<file path="src/hdl/mio_params.svh">
// Constants of the machine I/O command and status block: timing, offsets, fields, resets.
// Assumes a 125 MHz core clock and a byte-framed serial link, one start and one stop bit.
`ifndef MIO_PARAMS_SVH
`define MIO_PARAMS_SVH

// Link timing
`define MIO_CLK_MHZ        125
`define MIO_BAUD           9600
`define MIO_BIT_TIME_NS    104167
`define MIO_BIT_CYCLES     ((`MIO_BIT_TIME_NS * `MIO_CLK_MHZ) / 1000)

// Register offsets on the local port
`define MIO_OFS_COMMAND    4'h0
`define MIO_OFS_STATUS     4'h1
`define MIO_OFS_IRQ_STAT   4'h2
`define MIO_OFS_IRQ_MASK   4'h3
`define MIO_OFS_CTRL       4'h4
`define MIO_OFS_LAST_SENT  4'h5

// Command word fields
`define MIO_CMD_LED        0
`define MIO_CMD_PASS       1
`define MIO_CMD_MIST       2
`define MIO_CMD_FLOOD      3
`define MIO_CMD_SPINDLE_N  4
`define MIO_CMD_INDEX_N    5
`define MIO_CMD_SPD_INC_N  6
`define MIO_CMD_SPD_DEC_N  7

// Status word fields, every one active low
`define MIO_ST_X_HOME      0
`define MIO_ST_Y_HOME      1
`define MIO_ST_Z_HOME      2
`define MIO_ST_INDEX_IN    3
`define MIO_ST_INDEX_OUT   4
`define MIO_ST_FAULT       5
`define MIO_ST_CONTACTOR   6
`define MIO_ST_CRASH       7

// Interrupt status and mask fields
`define MIO_IRQ_CMD_RX     0
`define MIO_IRQ_STAT_TX    1
`define MIO_IRQ_FRAME_ERR  2
`define MIO_IRQ_ESTOP      3

// Control fields
`define MIO_CTRL_LINK_EN   0
`define MIO_CTRL_REPLY_EN  1

// Reset values
`define MIO_CMD_RESET      8'hF0
`define MIO_CTRL_RESET     8'h03
`define MIO_MASK_RESET     8'h00
`define MIO_IRQ_RESET      8'h00

`endif

</file>
<file path="src/hdl/mio_pkg.sv">
// Types shared by the machine I/O command and status block.
// Assumes mio_params.svh carries every number; this package holds only types.
package mio_pkg;

    // Serial framing states, Gray coded along idle, start, data, stop
    typedef enum logic [1:0] {
        MIO_IDLE  = 2'b00,
        MIO_START = 2'b01,
        MIO_DATA  = 2'b11,
        MIO_STOP  = 2'b10
    } mio_frame_t;

endpackage : mio_pkg

</file>
<file path="src/hdl/mio_rx.sv">
// Serial byte receiver of the machine I/O block: start bit, eight data bits LSB first, stop.
// Assumes the link input is already synchronous to core_clk and idles high.
`include "mio_params.svh"

module mio_rx #(
    parameter int BIT_CYCLES = `MIO_BIT_CYCLES
) (
    // Clock and reset
    input  wire logic       core_clk,
    input  wire logic       arst_n,
    // Link side
    input  wire logic       rx_line,
    input  wire logic       rx_enable,
    // Byte side
    output logic            byte_valid,
    output logic [7:0]      byte_data,
    output logic            frame_err
);

    localparam logic [15:0] FULL_LAST = 16'(BIT_CYCLES - 1);
    localparam logic [15:0] HALF_LAST = 16'(BIT_CYCLES / 2 - 1);

    mio_pkg::mio_frame_t state_reg, state_next;
    logic [15:0]         cnt_reg,   cnt_next;
    logic [2:0]          bit_reg,   bit_next;
    logic [7:0]          shift_reg, shift_next;
    logic                valid_reg, valid_next;
    logic                ferr_reg,  ferr_next;

    // Bit timing and sampling at mid-bit
    always_comb begin
        state_next = state_reg;
        cnt_next   = cnt_reg + 16'h0001;
        bit_next   = bit_reg;
        shift_next = shift_reg;
        valid_next = 1'b0;
        ferr_next  = 1'b0;
        case (state_reg)
            mio_pkg::MIO_IDLE: begin
                cnt_next = 16'h0000;
                if (rx_enable && !rx_line) begin
                    state_next = mio_pkg::MIO_START;
                end
            end
            mio_pkg::MIO_START: begin
                // A glitch shorter than half a bit is not a start
                if (cnt_reg == HALF_LAST) begin
                    cnt_next   = 16'h0000;
                    bit_next   = 3'h0;
                    state_next = rx_line ? mio_pkg::MIO_IDLE : mio_pkg::MIO_DATA;
                end
            end
            mio_pkg::MIO_DATA: begin
                if (cnt_reg == FULL_LAST) begin
                    cnt_next   = 16'h0000;
                    shift_next = {rx_line, shift_reg[7:1]};
                    bit_next   = bit_reg + 3'h1;
                    if (bit_reg == 3'h7) begin
                        state_next = mio_pkg::MIO_STOP;
                    end
                end
            end
            mio_pkg::MIO_STOP: begin
                if (cnt_reg == FULL_LAST) begin
                    cnt_next   = 16'h0000;
                    valid_next = rx_line;
                    ferr_next  = !rx_line;
                    state_next = mio_pkg::MIO_IDLE;
                end
            end
            default: begin
                state_next = mio_pkg::MIO_IDLE;
            end
        endcase
    end

    // State registers
    always_ff @(posedge core_clk or negedge arst_n) begin
        if (!arst_n) begin
            state_reg <= mio_pkg::MIO_IDLE;
            cnt_reg   <= 16'h0000;
            bit_reg   <= 3'h0;
            shift_reg <= 8'h00;
            valid_reg <= 1'b0;
            ferr_reg  <= 1'b0;
        end else begin
            state_reg <= state_next;
            cnt_reg   <= cnt_next;
            bit_reg   <= bit_next;
            shift_reg <= shift_next;
            valid_reg <= valid_next;
            ferr_reg  <= ferr_next;
        end
    end

    assign byte_valid = valid_reg;
    assign byte_data  = shift_reg;
    assign frame_err  = ferr_reg;

endmodule : mio_rx

</file>
<file path="src/hdl/mio_top.sv">
// Machine I/O command and status block: serial command in, status word out, drive outputs.
// Assumes all machine inputs and the link receive line are synchronous to core_clk.
// The differential line drivers and receivers sit outside; this block sees logic levels.
`include "mio_params.svh"

// How it works
// - Command and status travel over one serial byte link to the host.
// - Status is captured in an eight-bit latch, then that latch is transmitted.
// - Five status bits mirror home and index switches, low while closed.
// - Fault status bit reads low whenever a drive fault is present.
// - Contactor status bit reads low while start or reverse contactor is energized.
// - Crash status bit follows the system crash line, treated like emergency stop.
// - Emergency stop condition is reported to the host inside the status word.
// - One command bit lights the LED, one passes through to the drive controller.
// - Two command bits drive the mist and flood triac outputs.
// - Four low-active command bits drive the spindle contactor and three solenoids.
module mio_top #(
    parameter int BIT_CYCLES = `MIO_BIT_CYCLES
) (
    // Clock and power-unit reset
    input  wire logic       core_clk,
    input  wire logic       arst_n,
    // Serial link to the host
    input  wire logic       link_rx,
    output logic            link_tx,
    // Machine status inputs
    input  wire logic       x_home_closed_n,
    input  wire logic       y_home_closed_n,
    input  wire logic       z_home_closed_n,
    input  wire logic       index_in_closed_n,
    input  wire logic       index_out_closed_n,
    input  wire logic       drive_fault,
    input  wire logic       spindle_start_on,
    input  wire logic       spindle_reverse_on,
    input  wire logic       system_crash_line_n,
    input  wire logic       estop_released,
    // Machine outputs
    output logic            status_led_on,
    output logic            drive_passthru,
    output logic            mist_triac_on,
    output logic            flood_triac_on,
    output logic            spindle_enable_n,
    output logic            index_solenoid_n,
    output logic            speed_inc_solenoid_n,
    output logic            speed_dec_solenoid_n,
    // Local register port
    input  wire logic [3:0] reg_addr,
    input  wire logic [7:0] reg_wdata,
    input  wire logic       reg_wr,
    input  wire logic       reg_rd,
    output logic [7:0]      reg_rdata,
    // Interrupt
    output logic            irq
);

    localparam logic [15:0] FULL_LAST = 16'(BIT_CYCLES - 1);

    // Receiver outputs
    logic       rx_valid;
    logic [7:0] rx_data;
    logic       rx_ferr;

    // Register state
    logic [7:0] cmd_reg,    cmd_next;
    logic [7:0] ctrl_reg,   ctrl_next;
    logic [7:0] mask_reg,   mask_next;
    logic [7:0] irqst_reg,  irqst_next;
    logic [7:0] rdata_reg,  rdata_next;
    logic       irq_reg,    irq_next;
    logic       crash_prev_reg, crash_prev_next;

    // Transmit state
    mio_pkg::mio_frame_t tx_state_reg, tx_state_next;
    logic [15:0] tx_cnt_reg,   tx_cnt_next;
    logic [2:0]  tx_bit_reg,   tx_bit_next;
    logic [7:0]  tx_shift_reg, tx_shift_next;
    logic [7:0]  latch_reg,    latch_next;
    logic        tx_line_reg,  tx_line_next;
    logic        pend_reg,     pend_next;
    logic        tx_done;

    // Live status word and events
    logic [7:0] status_word;
    logic       estop_event;
    logic       reply_req;

    // Receiver for command bytes
    mio_rx #(
        .BIT_CYCLES (BIT_CYCLES)
    ) u_rx (
        .core_clk   (core_clk),
        .arst_n     (arst_n),
        .rx_line    (link_rx),
        .rx_enable  (ctrl_reg[`MIO_CTRL_LINK_EN]),
        .byte_valid (rx_valid),
        .byte_data  (rx_data),
        .frame_err  (rx_ferr)
    );

    // Status word assembly; every bit is low-true so an open wire reads as idle
    always_comb begin
        status_word                     = 8'hFF;
        status_word[`MIO_ST_X_HOME]     = x_home_closed_n;
        status_word[`MIO_ST_Y_HOME]     = y_home_closed_n;
        status_word[`MIO_ST_Z_HOME]     = z_home_closed_n;
        status_word[`MIO_ST_INDEX_IN]   = index_in_closed_n;
        status_word[`MIO_ST_INDEX_OUT]  = index_out_closed_n;
        status_word[`MIO_ST_FAULT]      = !drive_fault;
        status_word[`MIO_ST_CONTACTOR]  = !(spindle_start_on || spindle_reverse_on);
        // Crash and emergency stop share one bit, both stop the machine
        status_word[`MIO_ST_CRASH]      = system_crash_line_n && estop_released;
    end

    // Falling edge of the crash bit raises the emergency stop event
    assign estop_event     = crash_prev_reg && !status_word[`MIO_ST_CRASH];
    assign crash_prev_next = status_word[`MIO_ST_CRASH];

    // A valid command byte asks for a reply when replies are enabled
    assign reply_req = rx_valid && ctrl_reg[`MIO_CTRL_REPLY_EN];

    // Transmitter: latch status at reply start, shift it out LSB first
    always_comb begin
        tx_state_next = tx_state_reg;
        tx_cnt_next   = tx_cnt_reg + 16'h0001;
        tx_bit_next   = tx_bit_reg;
        tx_shift_next = tx_shift_reg;
        latch_next    = latch_reg;
        tx_line_next  = tx_line_reg;
        pend_next     = pend_reg || reply_req;
        tx_done       = 1'b0;
        case (tx_state_reg)
            mio_pkg::MIO_IDLE: begin
                tx_cnt_next  = 16'h0000;
                tx_line_next = 1'b1;
                if (pend_reg || reply_req) begin
                    // Capture first, then send the captured copy, never the live inputs
                    latch_next    = status_word;
                    tx_shift_next = status_word;
                    tx_line_next  = 1'b0;
                    pend_next     = 1'b0;
                    tx_state_next = mio_pkg::MIO_START;
                end
            end
            mio_pkg::MIO_START: begin
                if (tx_cnt_reg == FULL_LAST) begin
                    tx_cnt_next   = 16'h0000;
                    tx_bit_next   = 3'h0;
                    tx_line_next  = tx_shift_reg[0];
                    tx_state_next = mio_pkg::MIO_DATA;
                end
            end
            mio_pkg::MIO_DATA: begin
                if (tx_cnt_reg == FULL_LAST) begin
                    tx_cnt_next   = 16'h0000;
                    tx_bit_next   = tx_bit_reg + 3'h1;
                    tx_shift_next = {1'b0, tx_shift_reg[7:1]};
                    tx_line_next  = tx_shift_reg[1];
                    if (tx_bit_reg == 3'h7) begin
                        tx_line_next  = 1'b1;
                        tx_state_next = mio_pkg::MIO_STOP;
                    end
                end
            end
            mio_pkg::MIO_STOP: begin
                if (tx_cnt_reg == FULL_LAST) begin
                    tx_cnt_next   = 16'h0000;
                    tx_done       = 1'b1;
                    tx_state_next = mio_pkg::MIO_IDLE;
                end
            end
            default: begin
                tx_line_next  = 1'b1;
                tx_state_next = mio_pkg::MIO_IDLE;
            end
        endcase
    end

    // Transmit registers
    always_ff @(posedge core_clk or negedge arst_n) begin
        if (!arst_n) begin
            tx_state_reg <= mio_pkg::MIO_IDLE;
            tx_cnt_reg   <= 16'h0000;
            tx_bit_reg   <= 3'h0;
            tx_shift_reg <= 8'hFF;
            latch_reg    <= 8'hFF;
            tx_line_reg  <= 1'b1;
            pend_reg     <= 1'b0;
        end else begin
            tx_state_reg <= tx_state_next;
            tx_cnt_reg   <= tx_cnt_next;
            tx_bit_reg   <= tx_bit_next;
            tx_shift_reg <= tx_shift_next;
            latch_reg    <= latch_next;
            tx_line_reg  <= tx_line_next;
            pend_reg     <= pend_next;
        end
    end

    // Register port: writes, read data one cycle later, read-to-clear interrupt status
    always_comb begin
        cmd_next   = cmd_reg;
        ctrl_next  = ctrl_reg;
        mask_next  = mask_reg;
        irqst_next = irqst_reg;
        rdata_next = 8'h00;
        if (reg_wr) begin
            case (reg_addr)
                `MIO_OFS_COMMAND:  cmd_next  = reg_wdata;
                `MIO_OFS_IRQ_MASK: mask_next = reg_wdata;
                `MIO_OFS_CTRL:     ctrl_next = {6'h00, reg_wdata[1:0]};
                default: begin
                end
            endcase
        end
        // A command off the link overrides a local write in the same cycle
        if (rx_valid) begin
            cmd_next = rx_data;
        end
        if (reg_rd) begin
            case (reg_addr)
                `MIO_OFS_COMMAND:   rdata_next = cmd_reg;
                `MIO_OFS_STATUS:    rdata_next = status_word;
                `MIO_OFS_IRQ_STAT: begin
                    rdata_next = irqst_reg;
                    irqst_next = 8'h00;
                end
                `MIO_OFS_IRQ_MASK:  rdata_next = mask_reg;
                `MIO_OFS_CTRL:      rdata_next = ctrl_reg;
                `MIO_OFS_LAST_SENT: rdata_next = latch_reg;
                default:            rdata_next = 8'h00;
            endcase
        end
        // Setting wins over the read clear so no event is lost
        irqst_next[`MIO_IRQ_CMD_RX]    = irqst_next[`MIO_IRQ_CMD_RX]    || rx_valid;
        irqst_next[`MIO_IRQ_STAT_TX]   = irqst_next[`MIO_IRQ_STAT_TX]   || tx_done;
        irqst_next[`MIO_IRQ_FRAME_ERR] = irqst_next[`MIO_IRQ_FRAME_ERR] || rx_ferr;
        irqst_next[`MIO_IRQ_ESTOP]     = irqst_next[`MIO_IRQ_ESTOP]     || estop_event;
        irq_next = |(irqst_next & mask_reg);
    end

    // Register file flip-flops; low-active drive bits reset high, i.e. off
    always_ff @(posedge core_clk or negedge arst_n) begin
        if (!arst_n) begin
            cmd_reg        <= `MIO_CMD_RESET;
            ctrl_reg       <= `MIO_CTRL_RESET;
            mask_reg       <= `MIO_MASK_RESET;
            irqst_reg      <= `MIO_IRQ_RESET;
            rdata_reg      <= 8'h00;
            irq_reg        <= 1'b0;
            crash_prev_reg <= 1'b1;
        end else begin
            cmd_reg        <= cmd_next;
            ctrl_reg       <= ctrl_next;
            mask_reg       <= mask_next;
            irqst_reg      <= irqst_next;
            rdata_reg      <= rdata_next;
            irq_reg        <= irq_next;
            crash_prev_reg <= crash_prev_next;
        end
    end

    // Outputs straight from flip-flops, fixed bit assignment of the command word
    assign status_led_on        = cmd_reg[`MIO_CMD_LED];
    assign drive_passthru       = cmd_reg[`MIO_CMD_PASS];
    assign mist_triac_on        = cmd_reg[`MIO_CMD_MIST];
    assign flood_triac_on       = cmd_reg[`MIO_CMD_FLOOD];
    assign spindle_enable_n     = cmd_reg[`MIO_CMD_SPINDLE_N];
    assign index_solenoid_n     = cmd_reg[`MIO_CMD_INDEX_N];
    assign speed_inc_solenoid_n = cmd_reg[`MIO_CMD_SPD_INC_N];
    assign speed_dec_solenoid_n = cmd_reg[`MIO_CMD_SPD_DEC_N];
    assign link_tx              = tx_line_reg;
    assign reg_rdata            = rdata_reg;
    assign irq                  = irq_reg;

endmodule : mio_top

</file>
<file path="config.mk">
export PLATFORM = sky130hd
export DESIGN_NAME = mio_top
export DESIGN_NICKNAME = d
export VERILOG_FILES = /design/src/hdl/mio_pkg.sv /design/src/hdl/mio_rx.sv /design/src/hdl/mio_top.sv
export VERILOG_INCLUDE_DIRS = /design/src /design/src/hdl
export SDC_FILE = /design/constraint.sdc
export NUM_CORES = 1
export LEC_CHECK = 0
export BUFFER_PORTS_ARGS = -buffer_cell sky130_fd_sc_hd__buf_4
export CORE_ASPECT_RATIO = 0.8
export CORE_UTILIZATION = 40
export CTS_CLUSTER_DIAMETER = 100
export DETAILED_ROUTE_END_ITERATION = 8
export GPL_TIMING_DRIVEN = 0
export PLACE_DENSITY = 0.68
export SYNTH_ARGS = -nofsm -noshare
export SYNTH_HDL_FRONTEND = slang
export SYNTH_SLANG_ARGS = --single-unit
</file>
<file path="constraint.sdc">
create_clock -name core_clk -period 4.79 [get_ports core_clk]
set_input_delay 0.2395 -clock core_clk [delete_from_list [all_inputs] [get_ports core_clk]]
set_output_delay 0.2395 -clock core_clk [all_outputs]
set_load 0.005 [all_outputs]
</file>
==> metrics.txt <==
wire length on met3 473 um; wl on met1 5.134 mm; GP Congestion 0.8457; maxcap violations 0; Yosys warnings 0; Num CTS Buffers 9; worst-path cell chain ha_1, and4_1, nand4_1, o21ai_1, buf_2, nor2_1; Hold/Removal Path Class input pin to register; largest net degree at the start of global routing 107; share of cells above drive strength 1 0.2286; FF+latch area 2683 um2; slowest cell delay on critical path 0.42 ns; htree depth 3; DP HPWL 7.872 mm; count of final hold-check violations 0; initial antenna violation count 0; cell family with most CP delay simple AND/OR/NAND/NOR gates; RSZ-0062 raised after global routing no; Die X 127.2 um; VDD IR-drop max 0.0001726 V; share of the synthesized area in the top cell type 0.4093; number of diodes 0; final setup fails 0; Fillers 1143; Die Ht 102.1 um; nets@finish 567; Setup Skew 0.006228 ns; status finished, final reports clean; area of the mapped netlist 5014 um2; Worst Setup Path Type register to register; port bufs 41; DRC viols 0; vias in the first global route 3672; CP Data Arrival Time 2.37 ns; area grow syn2layout 16.85%; drt total wl 10.88 mm; period utilization 0.4464; DIE AREA 12990 um2; initial drt markers 240; ys flop type dfrtp_1; Reg clk slew, reported paths 0.07 ns; Gate Count Post-Synth 479; Synth area leaders dfrtp_1 (41%), dfstp_2 (13%), nor2_1 (4.6%); slowest CP cell dfrtp_1; fin. max-slew vios 0; register area share after synthesis 0.5351; syn_area_per_cell 10.47 um2; CTS max path bufs 2; worst skew pair latency 0.35 ns; register bit total from synthesis 106; count of different cell masters after synthesis 58; Fin Setup TNS 0 ns; CP Buf/Inv Count 1; DR vias/cell 5.281; endpoint type of the worst setup path register; final hold slack 0.07435 ns; first-pass GRT wire length 18.16 mm; Fmax 467.7 MHz; min cycle time layout 2.138 ns; GRT Util Overall 0.1810; CTS tree yes; Post-synth ARST share 1.000; commonest non-fill, non-tap cell in the layout dfrtp_1; Power per Cell Area 313.8 nW/um2; CTS Root Cell clkbuf_16; wire per inst 15.34 um; ANT nets after route 0; syn_nets 513; area of the multi-input gates 2212 um2; Top Layer Used met4; critical path data required time 5.02 ns; Pre-Repair DR Iteration Count 4; Startpoint Class register; most frequent cells in the layout dfrtp_1 (82), nor2_1 (61), nand2_1 (59); grt ovf 0; Slew @ Worst Pin 0.9438 ns; clock sinks 106; leak pwr 2.559 nW; routed wl met2 5.178 mm; initial core utilization 0.4107; Crit Path Max Fanout 10; num rows 36; Post-synth EDFFs 0; vias 3744; Ports 45; core area 12210 um2; area leader, netlist dfrtp_1; headroom to the max-slew limit 0.3660
area by class of cell:
cell class              count  share of cell area
well taps                 171             0.03652
inverters                  11            0.007048
multi-input cells         346              0.3776
flip-flops and latches    106              0.4579
repair buffers             43             0.05959
clock buffers              11             0.04314
plain buffers              16             0.01324
clock inverters             5            0.004912
final timing paths:
check	from	cells past startpoint	slack, ns	endpoint
hold reg to reg	latch_reg[1]	2	0.46	latch_reg[1]
max in group asynchronous	arst_n	3	3.86	tx_shift_reg[0]
setup reg to reg	tx_cnt_reg[0]	6	2.65	tx_cnt_reg[7]
hold / removal	drive_fault	2	0.07	latch_reg[5]
setup / recovery	tx_cnt_reg[0]	6	2.65	tx_cnt_reg[7]
min in group asynchronous	arst_n	2	0.24	reg_rdata[4]
stage by stage:
step	std cells	worst slack [ns]	power, mW	cell area, um2	util
finish	709	2.652	1.838	5858	0.4799
global route	709	2.410	1.915	5858	0.4799
CTS	707	2.654	1.858	5817	0.4765
detailed placement	691	2.672	1.157	5535	0.4535
global placement	691	2.731	1.152	5535	0.4535
floorplan	479	2.993	1.058	5014	-
worst reg2reg max path, stage by stage (launching register included):
cell	delay [ns]
dfrtp_1	0.42
ha_1	0.34
and4_1	0.29
nand4_1	0.24
o21ai_1	0.36
buf_2	0.30
nor2_1	0.07
synthesized netlist by cell type, drive strengths merged, types with 10 or more instances:
cell and instances:
a21oi 14, clkbuf 10, dfrtp 82, dfstp 24, inv 11, mux2 19, mux2i 13, nand2 59
nand3 19, nor2 63, o21ai 26, xnor2 10, xor2 15
layer usage:
metal / up-vias / GRT usage
met2: 78 / 0.2929
met1: 1857 / 0.2457
met3: 7 / 0.04398
li1: 1802 / -
met5: - / 0
met4: 0 / 0.04762
cells by family after synthesis:
family,count (synthesis),synth area share
XOR/XNOR,25,0.04367
multiplexers,32,0.06863
AO/OA/AOI/OAI,78,0.1036
buffers and inverters,27,0.02371
flip-flops,106,0.5351
AND/OR/NAND/NOR,204,0.2079
adder cells (fa/ha/maj),7,0.01747
power by group:
| group | leakage [nW] | internal [mW] | switching [mW] |
|---|---|---|---|
| registers | 1.35 | 0.945 | 0.0398 |
| logic | 1.07 | 0.0805 | 0.0772 |
| clock network | 0.135 | 0.377 | 0.318 |
| total | 2.56 | 1.40 | 0.435 |
what timing repair did:
item                                   in CTS  in global routing
setup endpoints to repair                   0                  0
hold buffers                                0                  1
buffers inserted                            0                  0
gates resized for setup                     0                  0
endpoints found under the hold margin       0                  3
(Power assumes the default switching activity.)
